<file path="src/eipi_pkg.sv">
// Purpose: Shared constants for the external interrupt pin interface.
// Assumes: Word-addressed Avalon-MM slave, one register per 32-bit word.
// Notes: All offsets are word indices on avs_address.

package eipi_pkg;

    // ------------------------------------------------------------
    // Register map (word index)
    // ------------------------------------------------------------
    localparam logic [2:0] ADDR_CTRL = 3'h0;
    localparam logic [2:0] ADDR_MASK = 3'h1;
    localparam logic [2:0] ADDR_STATUS = 3'h2;
    localparam logic [2:0] ADDR_PEND = 3'h3;
    localparam logic [2:0] ADDR_VBASE = 3'h4;
    localparam logic [2:0] ADDR_LASTV = 3'h5;

    // ------------------------------------------------------------
    // Field positions in the control word
    // ------------------------------------------------------------
    localparam int CTRL_TRIG_LSB = 0;
    localparam int CTRL_CASC0_BIT = 8;
    localparam int CTRL_CASC1_BIT = 9;
    localparam int CTRL_SLAVE_BIT = 10;

    // ------------------------------------------------------------
    // Values after reset, and the spurious vector index
    // ------------------------------------------------------------
    localparam logic [4:0] TRIG_RST = 5'h00;
    localparam logic [4:0] MASK_RST = 5'h1f;
    localparam logic [7:0] VBASE_RST = 8'h0c;
    localparam logic [2:0] SPUR_IDX = 3'h7;

    // ------------------------------------------------------------
    // Cycle counts
    // ------------------------------------------------------------
    localparam logic [7:0] CASC_ACK_CYCLES = 8'h04;
    localparam logic [7:0] SEL_TIMEOUT_CYCLES = 8'hff;

    // ------------------------------------------------------------
    // Vector fetch sequencer
    // ------------------------------------------------------------
    typedef enum logic [1:0]
    {
        S_IDLE,
        S_CASC,
        S_SEL
    } eipi_fsm_t;

endpackage

</file>
<file path="src/eipi_top.sv">
// Purpose: Pin-level side of the maskable external interrupt unit.
// Assumes: Processor logic on ref_clk pulses cpu_int_ack to fetch a vector.
// Notes: Pins two and three are two-way; cascade reuses both, slave reuses pin three.

`timescale 1ns/1ps

module eipi_top
(
    input wire logic ref_clk,
    input wire logic rst_b,
    input wire logic [2:0] avs_address,
    input wire logic avs_read,
    input wire logic avs_write,
    input wire logic [31:0] avs_writedata,
    output logic [31:0] avs_readdata,
    output logic avs_waitrequest,
    output logic irq,
    input wire logic ext_request_zero,
    input wire logic ext_request_one,
    input wire logic ext_request_two_in,
    output logic ext_request_two_out,
    output logic ext_request_two_oe,
    input wire logic ext_request_three_in,
    output logic ext_request_three_out,
    output logic ext_request_three_oe,
    input wire logic ext_request_four,
    input wire logic [7:0] ad_bus_in,
    input wire logic own_req,
    input wire logic cpu_int_ack,
    output logic cpu_int_req,
    output logic [7:0] cpu_vector,
    output logic cpu_vector_valid
);

    // ------------------------------------------------------------
    // State
    // ------------------------------------------------------------
    typedef struct packed
    {
        logic [4:0] cfg_trig;
        logic [1:0] cfg_casc;
        logic cfg_slave;
        logic [4:0] mask;
        logic [4:0] status;
        logic [4:0] edge_pend;
        logic [4:0] req_prev;
        logic [7:0] vec_base;
        logic [7:0] last_vec;
        eipi_pkg::eipi_fsm_t fsm;
        logic [2:0] src;
        logic [7:0] cnt;
        logic [31:0] rdata;
        logic wait_r;
        logic irq;
        logic int_req;
        logic [7:0] vec;
        logic vec_valid;
        logic ack0;
        logic ack1;
        logic slave_irq;
        logic pin3_out;
    } eipi_st_t;

    localparam eipi_st_t ST_RST = '{
        cfg_trig: eipi_pkg::TRIG_RST,
        mask: eipi_pkg::MASK_RST,
        vec_base: eipi_pkg::VBASE_RST,
        fsm: eipi_pkg::S_IDLE,
        wait_r: 1'b1,
        default: '0
    };

    eipi_st_t st_reg;
    eipi_st_t st_next;

    // ------------------------------------------------------------
    // Helpers
    // ------------------------------------------------------------
    // Lowest index wins; input zero has the highest priority
    function automatic logic [2:0] first_set(input logic [4:0] v);
        logic [2:0] idx;
        idx = eipi_pkg::SPUR_IDX;
        for (int i = 4; i >= 0; i--)
        begin
            if (v[i])
                idx = 3'(i);
        end
        return idx;
    endfunction

    // Vector table entry for one input
    function automatic logic [7:0] vec_of(input logic [7:0] base, input logic [2:0] idx);
        return base + {5'h00, idx};
    endfunction

    // ------------------------------------------------------------
    // Pin synchronisers
    // ------------------------------------------------------------
    logic [13:0] pins_async;
    logic [13:0] pins_sync;
    logic [4:0] s_req;
    logic s_sel;
    logic [7:0] s_bus;

    // Pin one doubles as type-select in slave mode
    assign pins_async = {ad_bus_in, ext_request_one, ext_request_four,
                         ext_request_three_in, ext_request_two_in,
                         ext_request_one, ext_request_zero};

    eipi_sync #(.W(14)) u_sync
    (
        .ref_clk(ref_clk),
        .rst_b(rst_b),
        .async_in(pins_async),
        .sync_out(pins_sync)
    );

    assign s_req = pins_sync[4:0];
    assign s_sel = pins_sync[5];
    assign s_bus = pins_sync[13:6];

    // ------------------------------------------------------------
    // Next state
    // ------------------------------------------------------------
    logic [4:0] usable;
    logic [4:0] rise;
    logic [4:0] detect;
    logic [4:0] pending;
    logic [4:0] eligible;
    logic [4:0] pend_clr;
    logic [4:0] stat_clr;
    logic [2:0] pick;
    logic wr_hit;
    logic rd_hit;

    always_comb
    begin
        st_next = st_reg;
        pend_clr = 5'h00;
        stat_clr = 5'h00;
        st_next.vec_valid = 1'b0;

        // Inputs given over to cascade or slave duty take no requests
        usable = 5'h1f;
        if (st_reg.cfg_casc[0])
            usable[2] = 1'b0;
        if (st_reg.cfg_casc[1])
            usable[3] = 1'b0;
        if (st_reg.cfg_slave)
            usable = 5'h01;

        // Edge mode latches a rising edge; level mode follows the pin
        rise = s_req & ~st_reg.req_prev;
        st_next.req_prev = s_req;
        detect = ((st_reg.cfg_trig & s_req) | (~st_reg.cfg_trig & rise)) & usable;
        pending = ((st_reg.cfg_trig & s_req) | (~st_reg.cfg_trig & st_reg.edge_pend))
                  & usable;
        eligible = pending & ~st_reg.mask;
        pick = first_set(eligible);

        // Bus handshake: answer one cycle after the request appears
        wr_hit = avs_write && !st_reg.wait_r;
        rd_hit = avs_read && !st_reg.wait_r;
        st_next.wait_r = !((avs_read || avs_write) && st_reg.wait_r);

        // Read data sampled in the request cycle, stands at the answer
        if (avs_read && st_reg.wait_r)
        begin
            case (avs_address)
                eipi_pkg::ADDR_CTRL:
                    st_next.rdata = {21'h000000, st_reg.cfg_slave, st_reg.cfg_casc,
                                     3'h0, st_reg.cfg_trig};
                eipi_pkg::ADDR_MASK:
                    st_next.rdata = {27'h0000000, st_reg.mask};
                eipi_pkg::ADDR_STATUS:
                    st_next.rdata = {27'h0000000, st_reg.status};
                eipi_pkg::ADDR_PEND:
                    st_next.rdata = {27'h0000000, pending};
                eipi_pkg::ADDR_VBASE:
                    st_next.rdata = {24'h000000, st_reg.vec_base};
                eipi_pkg::ADDR_LASTV:
                    st_next.rdata = {24'h000000, st_reg.last_vec};
                default:
                    st_next.rdata = 32'h00000000;
            endcase
        end

        // Register writes; unmapped addresses are ignored
        if (wr_hit)
        begin
            case (avs_address)
                eipi_pkg::ADDR_CTRL:
                begin
                    st_next.cfg_trig = avs_writedata[eipi_pkg::CTRL_TRIG_LSB +: 5];
                    st_next.cfg_casc[0] = avs_writedata[eipi_pkg::CTRL_CASC0_BIT];
                    st_next.cfg_casc[1] = avs_writedata[eipi_pkg::CTRL_CASC1_BIT];
                    st_next.cfg_slave = avs_writedata[eipi_pkg::CTRL_SLAVE_BIT];
                end
                eipi_pkg::ADDR_MASK:
                    st_next.mask = avs_writedata[4:0];
                eipi_pkg::ADDR_VBASE:
                    st_next.vec_base = avs_writedata[7:0];
                default:
                    st_next.vec_base = st_reg.vec_base;
            endcase
        end

        // Reading status clears it at the answer edge
        if (rd_hit && avs_address == eipi_pkg::ADDR_STATUS)
            stat_clr = 5'h1f;

        // Vector fetch sequencer
        case (st_reg.fsm)
            eipi_pkg::S_IDLE:
            begin
                if (cpu_int_ack)
                begin
                    st_next.cnt = 8'h00;
                    if (st_reg.cfg_slave)
                    begin
                        // Master already raised request zero; wait for type-select
                        st_next.src = 3'h0;
                        pend_clr[0] = 1'b1;
                        st_next.fsm = eipi_pkg::S_SEL;
                    end
                    else if (eligible != 5'h00)
                    begin
                        st_next.src = pick;
                        pend_clr[pick] = 1'b1;
                        if (pick == 3'h0 && st_reg.cfg_casc[0])
                        begin
                            st_next.ack0 = 1'b1;
                            st_next.fsm = eipi_pkg::S_CASC;
                        end
                        else if (pick == 3'h1 && st_reg.cfg_casc[1])
                        begin
                            st_next.ack1 = 1'b1;
                            st_next.fsm = eipi_pkg::S_CASC;
                        end
                        else
                        begin
                            st_next.vec = vec_of(st_reg.vec_base, pick);
                            st_next.vec_valid = 1'b1;
                        end
                    end
                    else
                    begin
                        // Request withdrawn before the fetch: spurious entry
                        st_next.vec = vec_of(st_reg.vec_base, eipi_pkg::SPUR_IDX);
                        st_next.vec_valid = 1'b1;
                    end
                end
            end
            eipi_pkg::S_CASC:
            begin
                // Fixed window covers pin drive plus two sync stages
                if (st_reg.cnt == eipi_pkg::CASC_ACK_CYCLES - 8'h01)
                begin
                    st_next.vec = s_bus;
                    st_next.vec_valid = 1'b1;
                    st_next.ack0 = 1'b0;
                    st_next.ack1 = 1'b0;
                    st_next.fsm = eipi_pkg::S_IDLE;
                end
                else
                    st_next.cnt = st_reg.cnt + 8'h01;
            end
            eipi_pkg::S_SEL:
            begin
                if (s_sel)
                begin
                    st_next.vec = s_bus;
                    st_next.vec_valid = 1'b1;
                    st_next.fsm = eipi_pkg::S_IDLE;
                end
                else if (st_reg.cnt == eipi_pkg::SEL_TIMEOUT_CYCLES - 8'h01)
                begin
                    // A silent master must not hang the processor
                    st_next.vec = vec_of(st_reg.vec_base, eipi_pkg::SPUR_IDX);
                    st_next.vec_valid = 1'b1;
                    st_next.fsm = eipi_pkg::S_IDLE;
                end
                else
                    st_next.cnt = st_reg.cnt + 8'h01;
            end
            default:
                st_next.fsm = eipi_pkg::S_IDLE;
        endcase

        if (st_next.vec_valid)
            st_next.last_vec = st_next.vec;

        // Set wins over clear for latched edges and sticky status
        st_next.edge_pend = ((st_reg.edge_pend & ~pend_clr) | (rise & ~st_reg.cfg_trig))
                            & usable;
        st_next.status = (st_reg.status & ~stat_clr) | detect;

        // Outputs computed here so they leave a flop; irq and pin three use the next state, int_req the current one
        st_next.int_req = (st_reg.fsm == eipi_pkg::S_IDLE) && !cpu_int_ack
                          && (eligible != 5'h00);
        st_next.irq = (st_next.status & ~st_next.mask) != 5'h00;
        st_next.slave_irq = st_next.cfg_slave && own_req;
        st_next.pin3_out = st_next.cfg_casc[1] ? st_next.ack1 : st_next.slave_irq;
    end

    // Register the state
    always_ff @(posedge ref_clk)
    begin
        if (!rst_b)
            st_reg <= ST_RST;
        else
            st_reg <= st_next;
    end

    // ------------------------------------------------------------
    // Outputs
    // ------------------------------------------------------------
    assign avs_readdata = st_reg.rdata;
    assign avs_waitrequest = st_reg.wait_r;
    assign irq = st_reg.irq;
    assign cpu_int_req = st_reg.int_req;
    assign cpu_vector = st_reg.vec;
    assign cpu_vector_valid = st_reg.vec_valid;
    assign ext_request_two_out = st_reg.ack0;
    assign ext_request_two_oe = st_reg.cfg_casc[0];
    assign ext_request_three_out = st_reg.pin3_out;
    assign ext_request_three_oe = st_reg.cfg_casc[1] | st_reg.cfg_slave;

endmodule

</file>
<file path="src/eipi_sync.sv">
// Purpose: Two-stage synchroniser for asynchronous pin inputs.
// Assumes: Multi-bit inputs are held stable by the far side while used.
// Notes: Only the second stage leaves this module.

`timescale 1ns/1ps

module eipi_sync
#(
    parameter int W = 14
)
(
    input wire logic ref_clk,
    input wire logic rst_b,
    input wire logic [W-1:0] async_in,
    output logic [W-1:0] sync_out
);

    // ------------------------------------------------------------
    // State
    // ------------------------------------------------------------
    typedef struct packed
    {
        logic [W-1:0] stage1;
        logic [W-1:0] stage2;
    } eipi_sync_st_t;

    eipi_sync_st_t sync_reg;
    eipi_sync_st_t sync_next;

    // Stage one feeds stage two and nothing else
    always_comb
    begin
        sync_next = sync_reg;
        sync_next.stage1 = async_in;
        sync_next.stage2 = sync_reg.stage1;
    end

    // Register the state
    always_ff @(posedge ref_clk)
    begin
        if (!rst_b)
            sync_reg <= '0;
        else
            sync_reg <= sync_next;
    end

    assign sync_out = sync_reg.stage2;

endmodule

</file>
<file path="config.mk">
export PLATFORM = sky130hd
export DESIGN_NAME = eipi_top
export DESIGN_NICKNAME = d
export VERILOG_FILES = /design/src/eipi_pkg.sv /design/src/eipi_top.sv /design/src/eipi_sync.sv
export SDC_FILE = /design/constraint.sdc
export NUM_CORES = 1
export LEC_CHECK = 0
export CAP_MARGIN = 30
export CORE_MARGIN = 4
export CORE_UTILIZATION = 69
export DETAILED_ROUTE_END_ITERATION = 7
export DONT_BUFFER_PORTS = 1
export GPL_ROUTABILITY_DRIVEN = 0
export PLACE_DENSITY = 0.85
export SYNTH_ARGS = -nofsm -noshare
export SYNTH_HDL_FRONTEND = slang
export SYNTH_SLANG_ARGS = --single-unit
</file>
<file path="constraint.sdc">
create_clock -name ref_clk -period 6.5 [get_ports ref_clk]
set_input_delay 0.325 -clock ref_clk [delete_from_list [all_inputs] [get_ports ref_clk]]
set_output_delay 0.325 -clock ref_clk [all_outputs]
set_load 0.03 [all_outputs]
</file>
==> metrics.log <==
[metrics] outcome: complete, no violations
[metrics] number of remaining DRC errors: 0
[metrics] Num CTS Buffers: 9
[metrics] total via count in the routed design: 4724
[metrics] cell types with the highest counts after synthesis: 106 x sky130_fd_sc_hd__dfxtp_1, 42 x sky130_fd_sc_hd__and2_1, 42 x sky130_fd_sc_hd__nor2_1
[metrics] Least-Margin Pin Slew: 1.014 ns
[metrics] die span in y: 98.55 um
[metrics] part of the Yosys area used for sequential elements: 37.51%
[metrics] Post-synth EDFFs: 0
[metrics] Yosys reg bits: 106
[metrics] post-route fraction of the period consumed by the critical path: around half
[metrics] drt total wl: 14020 um
[metrics] core footprint: slightly below 8000 sq um
[metrics] post-route cell area: 5684 sq um
[metrics] vias in the first global route: 4439
[metrics] Initial DRC Count: 541
[metrics] # clock sinks: 106
[metrics] Clock Path Buffers: 2
[metrics] top_reg_cell synth: sky130_fd_sc_hd__dfxtp_1
[metrics] FF-to-FF Start: st_reg[97]$_SDFF_PN0_
[metrics] setup TNS after final layout: 0 ns
[metrics] shortest period the worst path allows: 3.261 ns
[metrics] ratio of cells with drive above 1 in the final layout: 7.107%
[metrics] synthesis warning total: 0
[metrics] post-synthesis instance area: 5657 sq um
[metrics] top cell type's share of synthesized area: 37.51%
[metrics] per-cell routed wire length: 19.83 um
[metrics] dominant cell by count in the synthesized netlist: sky130_fd_sc_hd__dfxtp_1
[metrics] Layout Skew: 0.01380 ns
[metrics] first-pass GRT wire length: 22870 um
[metrics] total of max-cap violations: 0
[metrics] area post-placement: 5463 sq um
[metrics] Worst slew margin: 32.40%
[metrics] Syn Inst Count: 634
[metrics] Avg Cell Area, Syn: 8.922 sq um
[metrics] root buffer cell: sky130_fd_sc_hd__clkbuf_8
[metrics] Peak VDD IR: roughly 0.18 mV
[metrics] site row count: 32
[metrics] dominant cells by area after synthesis: sky130_fd_sc_hd__dfxtp_1 38%, sky130_fd_sc_hd__mux2i_1 6.0%, sky130_fd_sc_hd__buf_4 5.3%
[metrics] insertion delay to the later sink of the worst-skew pair: 0.38 ns
[metrics] worst hold path startpoint: avs_read
[metrics] antenna diode count: 0
[metrics] hold path cells: 1
[metrics] fill count: 622
[metrics] number of top-level pins: between 100 and 150
[metrics] Die Footprint: 9711 sq um
[metrics] final setup margin: roughly 3.2 ns
[metrics] count of nets left with antenna violations after detail routing: 0
[metrics] arrival time of the worst setup path: ~3.6 ns
[metrics] CTS tree: built
[metrics] number of H-tree branching levels: 3
[metrics] cells on worst reg2reg path: 11
[metrics] die outline width: between 90 and 100 um
[metrics] PortBufs: 0
[metrics] delay of the slowest cell on the worst path: around 0.44 ns
[metrics] FFs w/ async S/R, synth: 0%
[metrics] leak pwr: around 0.0021 uW
[metrics] maximum number of pins on one net before global-route repair: 97
[metrics] overall global routing resource usage: 29.05%
[metrics] max FFs per register: 54
[metrics] setup repair after global routing missed its margin: no
[metrics] ratio of total power to cell area: 217.2 nW/um^2
[metrics] highest fanout seen on the critical path: 24
[metrics] net count reported at finish: 665
[metrics] min-delay worst type: input port to flop
[metrics] element type at the critical path end: flop
[metrics] post-CTS setup repair buffer count: 0
[metrics] Netlist cell types: 76
[metrics] terminating pin of the worst hold path: avs_waitrequest$_SDFF_PN1_
[metrics] most used cell, CP: sky130_fd_sc_hd__a31oi_1
[metrics] Max Slew Vio Count: 0
[metrics] Yosys top cell by area: sky130_fd_sc_hd__dfxtp_1
[metrics] hold violation total from the final report: 0
[metrics] initial antenna violation count: 0
[metrics] detailed-router iteration count before antenna repair: 6
[metrics] number of vias per cell: around 6.7
[metrics] CP Launch Type: flop
[metrics] Cell Chain, Critical Path: buf_4, or3_1, or2_2, a31oi_1, ha_1, a211oi_1, nor2_1, xor2_1, mux2i_1, a211o_1, a31oi_1
[metrics] Final Total Pwr: between 1000 and 1500 uW
[metrics] maximum operating frequency: 0.3066 GHz
[metrics] Final Setup Violations: 0
[metrics] starting density of the core: between 70% and 80%
[metrics] worst setup slack after placement: 3.336 ns
[metrics] hpwl dp: 9928 um
[metrics] slack of the worst reg-to-reg path: 3.24 ns
[metrics] data required time of the worst path: just under 7 ns
[metrics] Reg2Reg Capture Point: st_reg[64]$_SDFFE_PN0P_
[metrics] Area Overhead vs Synth: 0.4866%
[metrics] Final Util: 72.43%
[metrics] sum of overflow across all layers after global routing: 0
[metrics] standard cell with the maximum stage delay on the critical path: sky130_fd_sc_hd__a211oi_1
[metrics] type of the setup path with the least slack: flop to flop
[metrics] clock-pin slew reported for the worst setup and hold paths after clock tree synthesis: 0.10 ns
-- where the power goes --
part	internal [uW]	switching, uW	leakage (uW)	total, uW
clock	201	229	0.000106	430
sequential	672	30.4	0.000867	702
combinational	41.0	60.9	0.00115	102
total	914	320	0.00213	1230
-- repair_timing --
action	CTS	global route
endpoints found under the hold margin	1	0
gates resized for setup	0	0
hold buffers	1	0
-- critical path: cells and delay by family, from the launching register on --
kind / cells / cell delay [ns]
buffers and inverters: 1 / 0.22
XOR/XNOR: 1 / 0.19
flip-flops: 1 / 0.31
multiplexers: 1 / 0.10
AO/OA/AOI/OAI: 4 / 1.22
adder cells (fa/ha/maj): 1 / 0.30
AND/OR/NAND/NOR: 3 / 0.85
-- final cells by class --
type | instances | area, sq um | share of cell area (%)
Clock buffer | 11 | 151.4 | 2.663
Multi-Input combinational cell | 466 | 3149 | 55.40
Tap cell | 102 | 127.6 | 2.245
Timing Repair Buffer | 2 | 17.52 | 0.3082
Inverter | 15 | 56.30 | 0.9905
Sequential cell | 106 | 2122 | 37.33
Clock inverter | 5 | 60.06 | 1.057
-- per-layer routing --
layer  track usage (%)  up-vias  wire length, um
met5                 0        -                0
met4             11.87        0              447
met1             39.63     2218             5670
li1                  -     2132                -
met3             6.016       60             1430
met2             45.09      314             6469
-- cells in the final DEF (no fill, tap or decap), types with 3 or more instances in the layout --
cell type / Yosys / layout
sky130_fd_sc_hd__a211o_1: 3 / 3
sky130_fd_sc_hd__a211oi_1: 5 / 5
sky130_fd_sc_hd__a21boi_0: 7 / 7
sky130_fd_sc_hd__a21boi_1: 4 / 4
sky130_fd_sc_hd__a21oi_1: 25 / 25
sky130_fd_sc_hd__a22oi_1: 7 / 7
sky130_fd_sc_hd__a31oi_1: 7 / 7
sky130_fd_sc_hd__a32o_1: 3 / 3
sky130_fd_sc_hd__and2_1: 42 / 42
sky130_fd_sc_hd__and3_1: 6 / 6
sky130_fd_sc_hd__clkbuf_8: 0 / 11
sky130_fd_sc_hd__conb_1: 1 / 21
sky130_fd_sc_hd__dfxtp_1: 106 / 106
sky130_fd_sc_hd__ha_1: 10 / 10
sky130_fd_sc_hd__inv_1: 15 / 15
sky130_fd_sc_hd__mux2_2: 13 / 13
sky130_fd_sc_hd__mux2i_1: 34 / 34
sky130_fd_sc_hd__nand2_1: 36 / 36
sky130_fd_sc_hd__nand2b_1: 8 / 8
sky130_fd_sc_hd__nand3_1: 13 / 13
sky130_fd_sc_hd__nand4_1: 6 / 6
sky130_fd_sc_hd__nor2_1: 42 / 42
sky130_fd_sc_hd__nor2b_1: 27 / 27
sky130_fd_sc_hd__nor3_1: 20 / 20
sky130_fd_sc_hd__nor3b_1: 4 / 4
sky130_fd_sc_hd__o211a_1: 3 / 3
sky130_fd_sc_hd__o211ai_1: 5 / 5
sky130_fd_sc_hd__o21a_1: 4 / 4
sky130_fd_sc_hd__o21ai_0: 32 / 32
sky130_fd_sc_hd__o221a_1: 3 / 3
sky130_fd_sc_hd__o22a_1: 3 / 3
sky130_fd_sc_hd__o2bb2ai_1: 3 / 3
sky130_fd_sc_hd__or3_1: 6 / 6
sky130_fd_sc_hd__xnor2_1: 8 / 8
sky130_fd_sc_hd__xor2_1: 7 / 7
-- per-stage QoR --
stage | hold slack [ns] | instances
floorplan | 0.4119 | 654
finish | 0.04263 | 707
global placement | 0.3973 | 690
global route | 0.007456 | 707
detailed placement | 0.4017 | 690
CTS | 0.002371 | 707
-- how the worst max path moves through the flow --
stage	from	endpoint	slack, ns	depth (start not counted)
2_1_floorplan	st_reg[97]$_SDFF_PN0_	st_reg[62]$_SDFFE_PN0P_	3.72	10
3_3_place_gp	st_reg[97]$_SDFF_PN0_	st_reg[62]$_SDFFE_PN0P_	3.43	11
3_5_place_dp	st_reg[97]$_SDFF_PN0_	st_reg[64]$_SDFFE_PN0P_	3.34	11
4_1_cts	st_reg[97]$_SDFF_PN0_	st_reg[68]$_SDFFE_PN0P_	3.31	11
5_1_grt	st_reg[100]$_SDFFE_PN0P_	st_reg[68]$_SDFFE_PN0P_	3.09	10
6_report	st_reg[97]$_SDFF_PN0_	st_reg[64]$_SDFFE_PN0P_	3.24	11
-- cell families after synthesis --
logic type	synth area share [%]
adder cells (fa/ha/maj)	2.566
multiplexers	9.467
XOR/XNOR	2.323
AND/OR/NAND/NOR	21.46
AO/OA/AOI/OAI	18.47
other	0.06629
flip-flops	37.51
buffers and inverters	8.140
(Power assumes the default switching activity.)
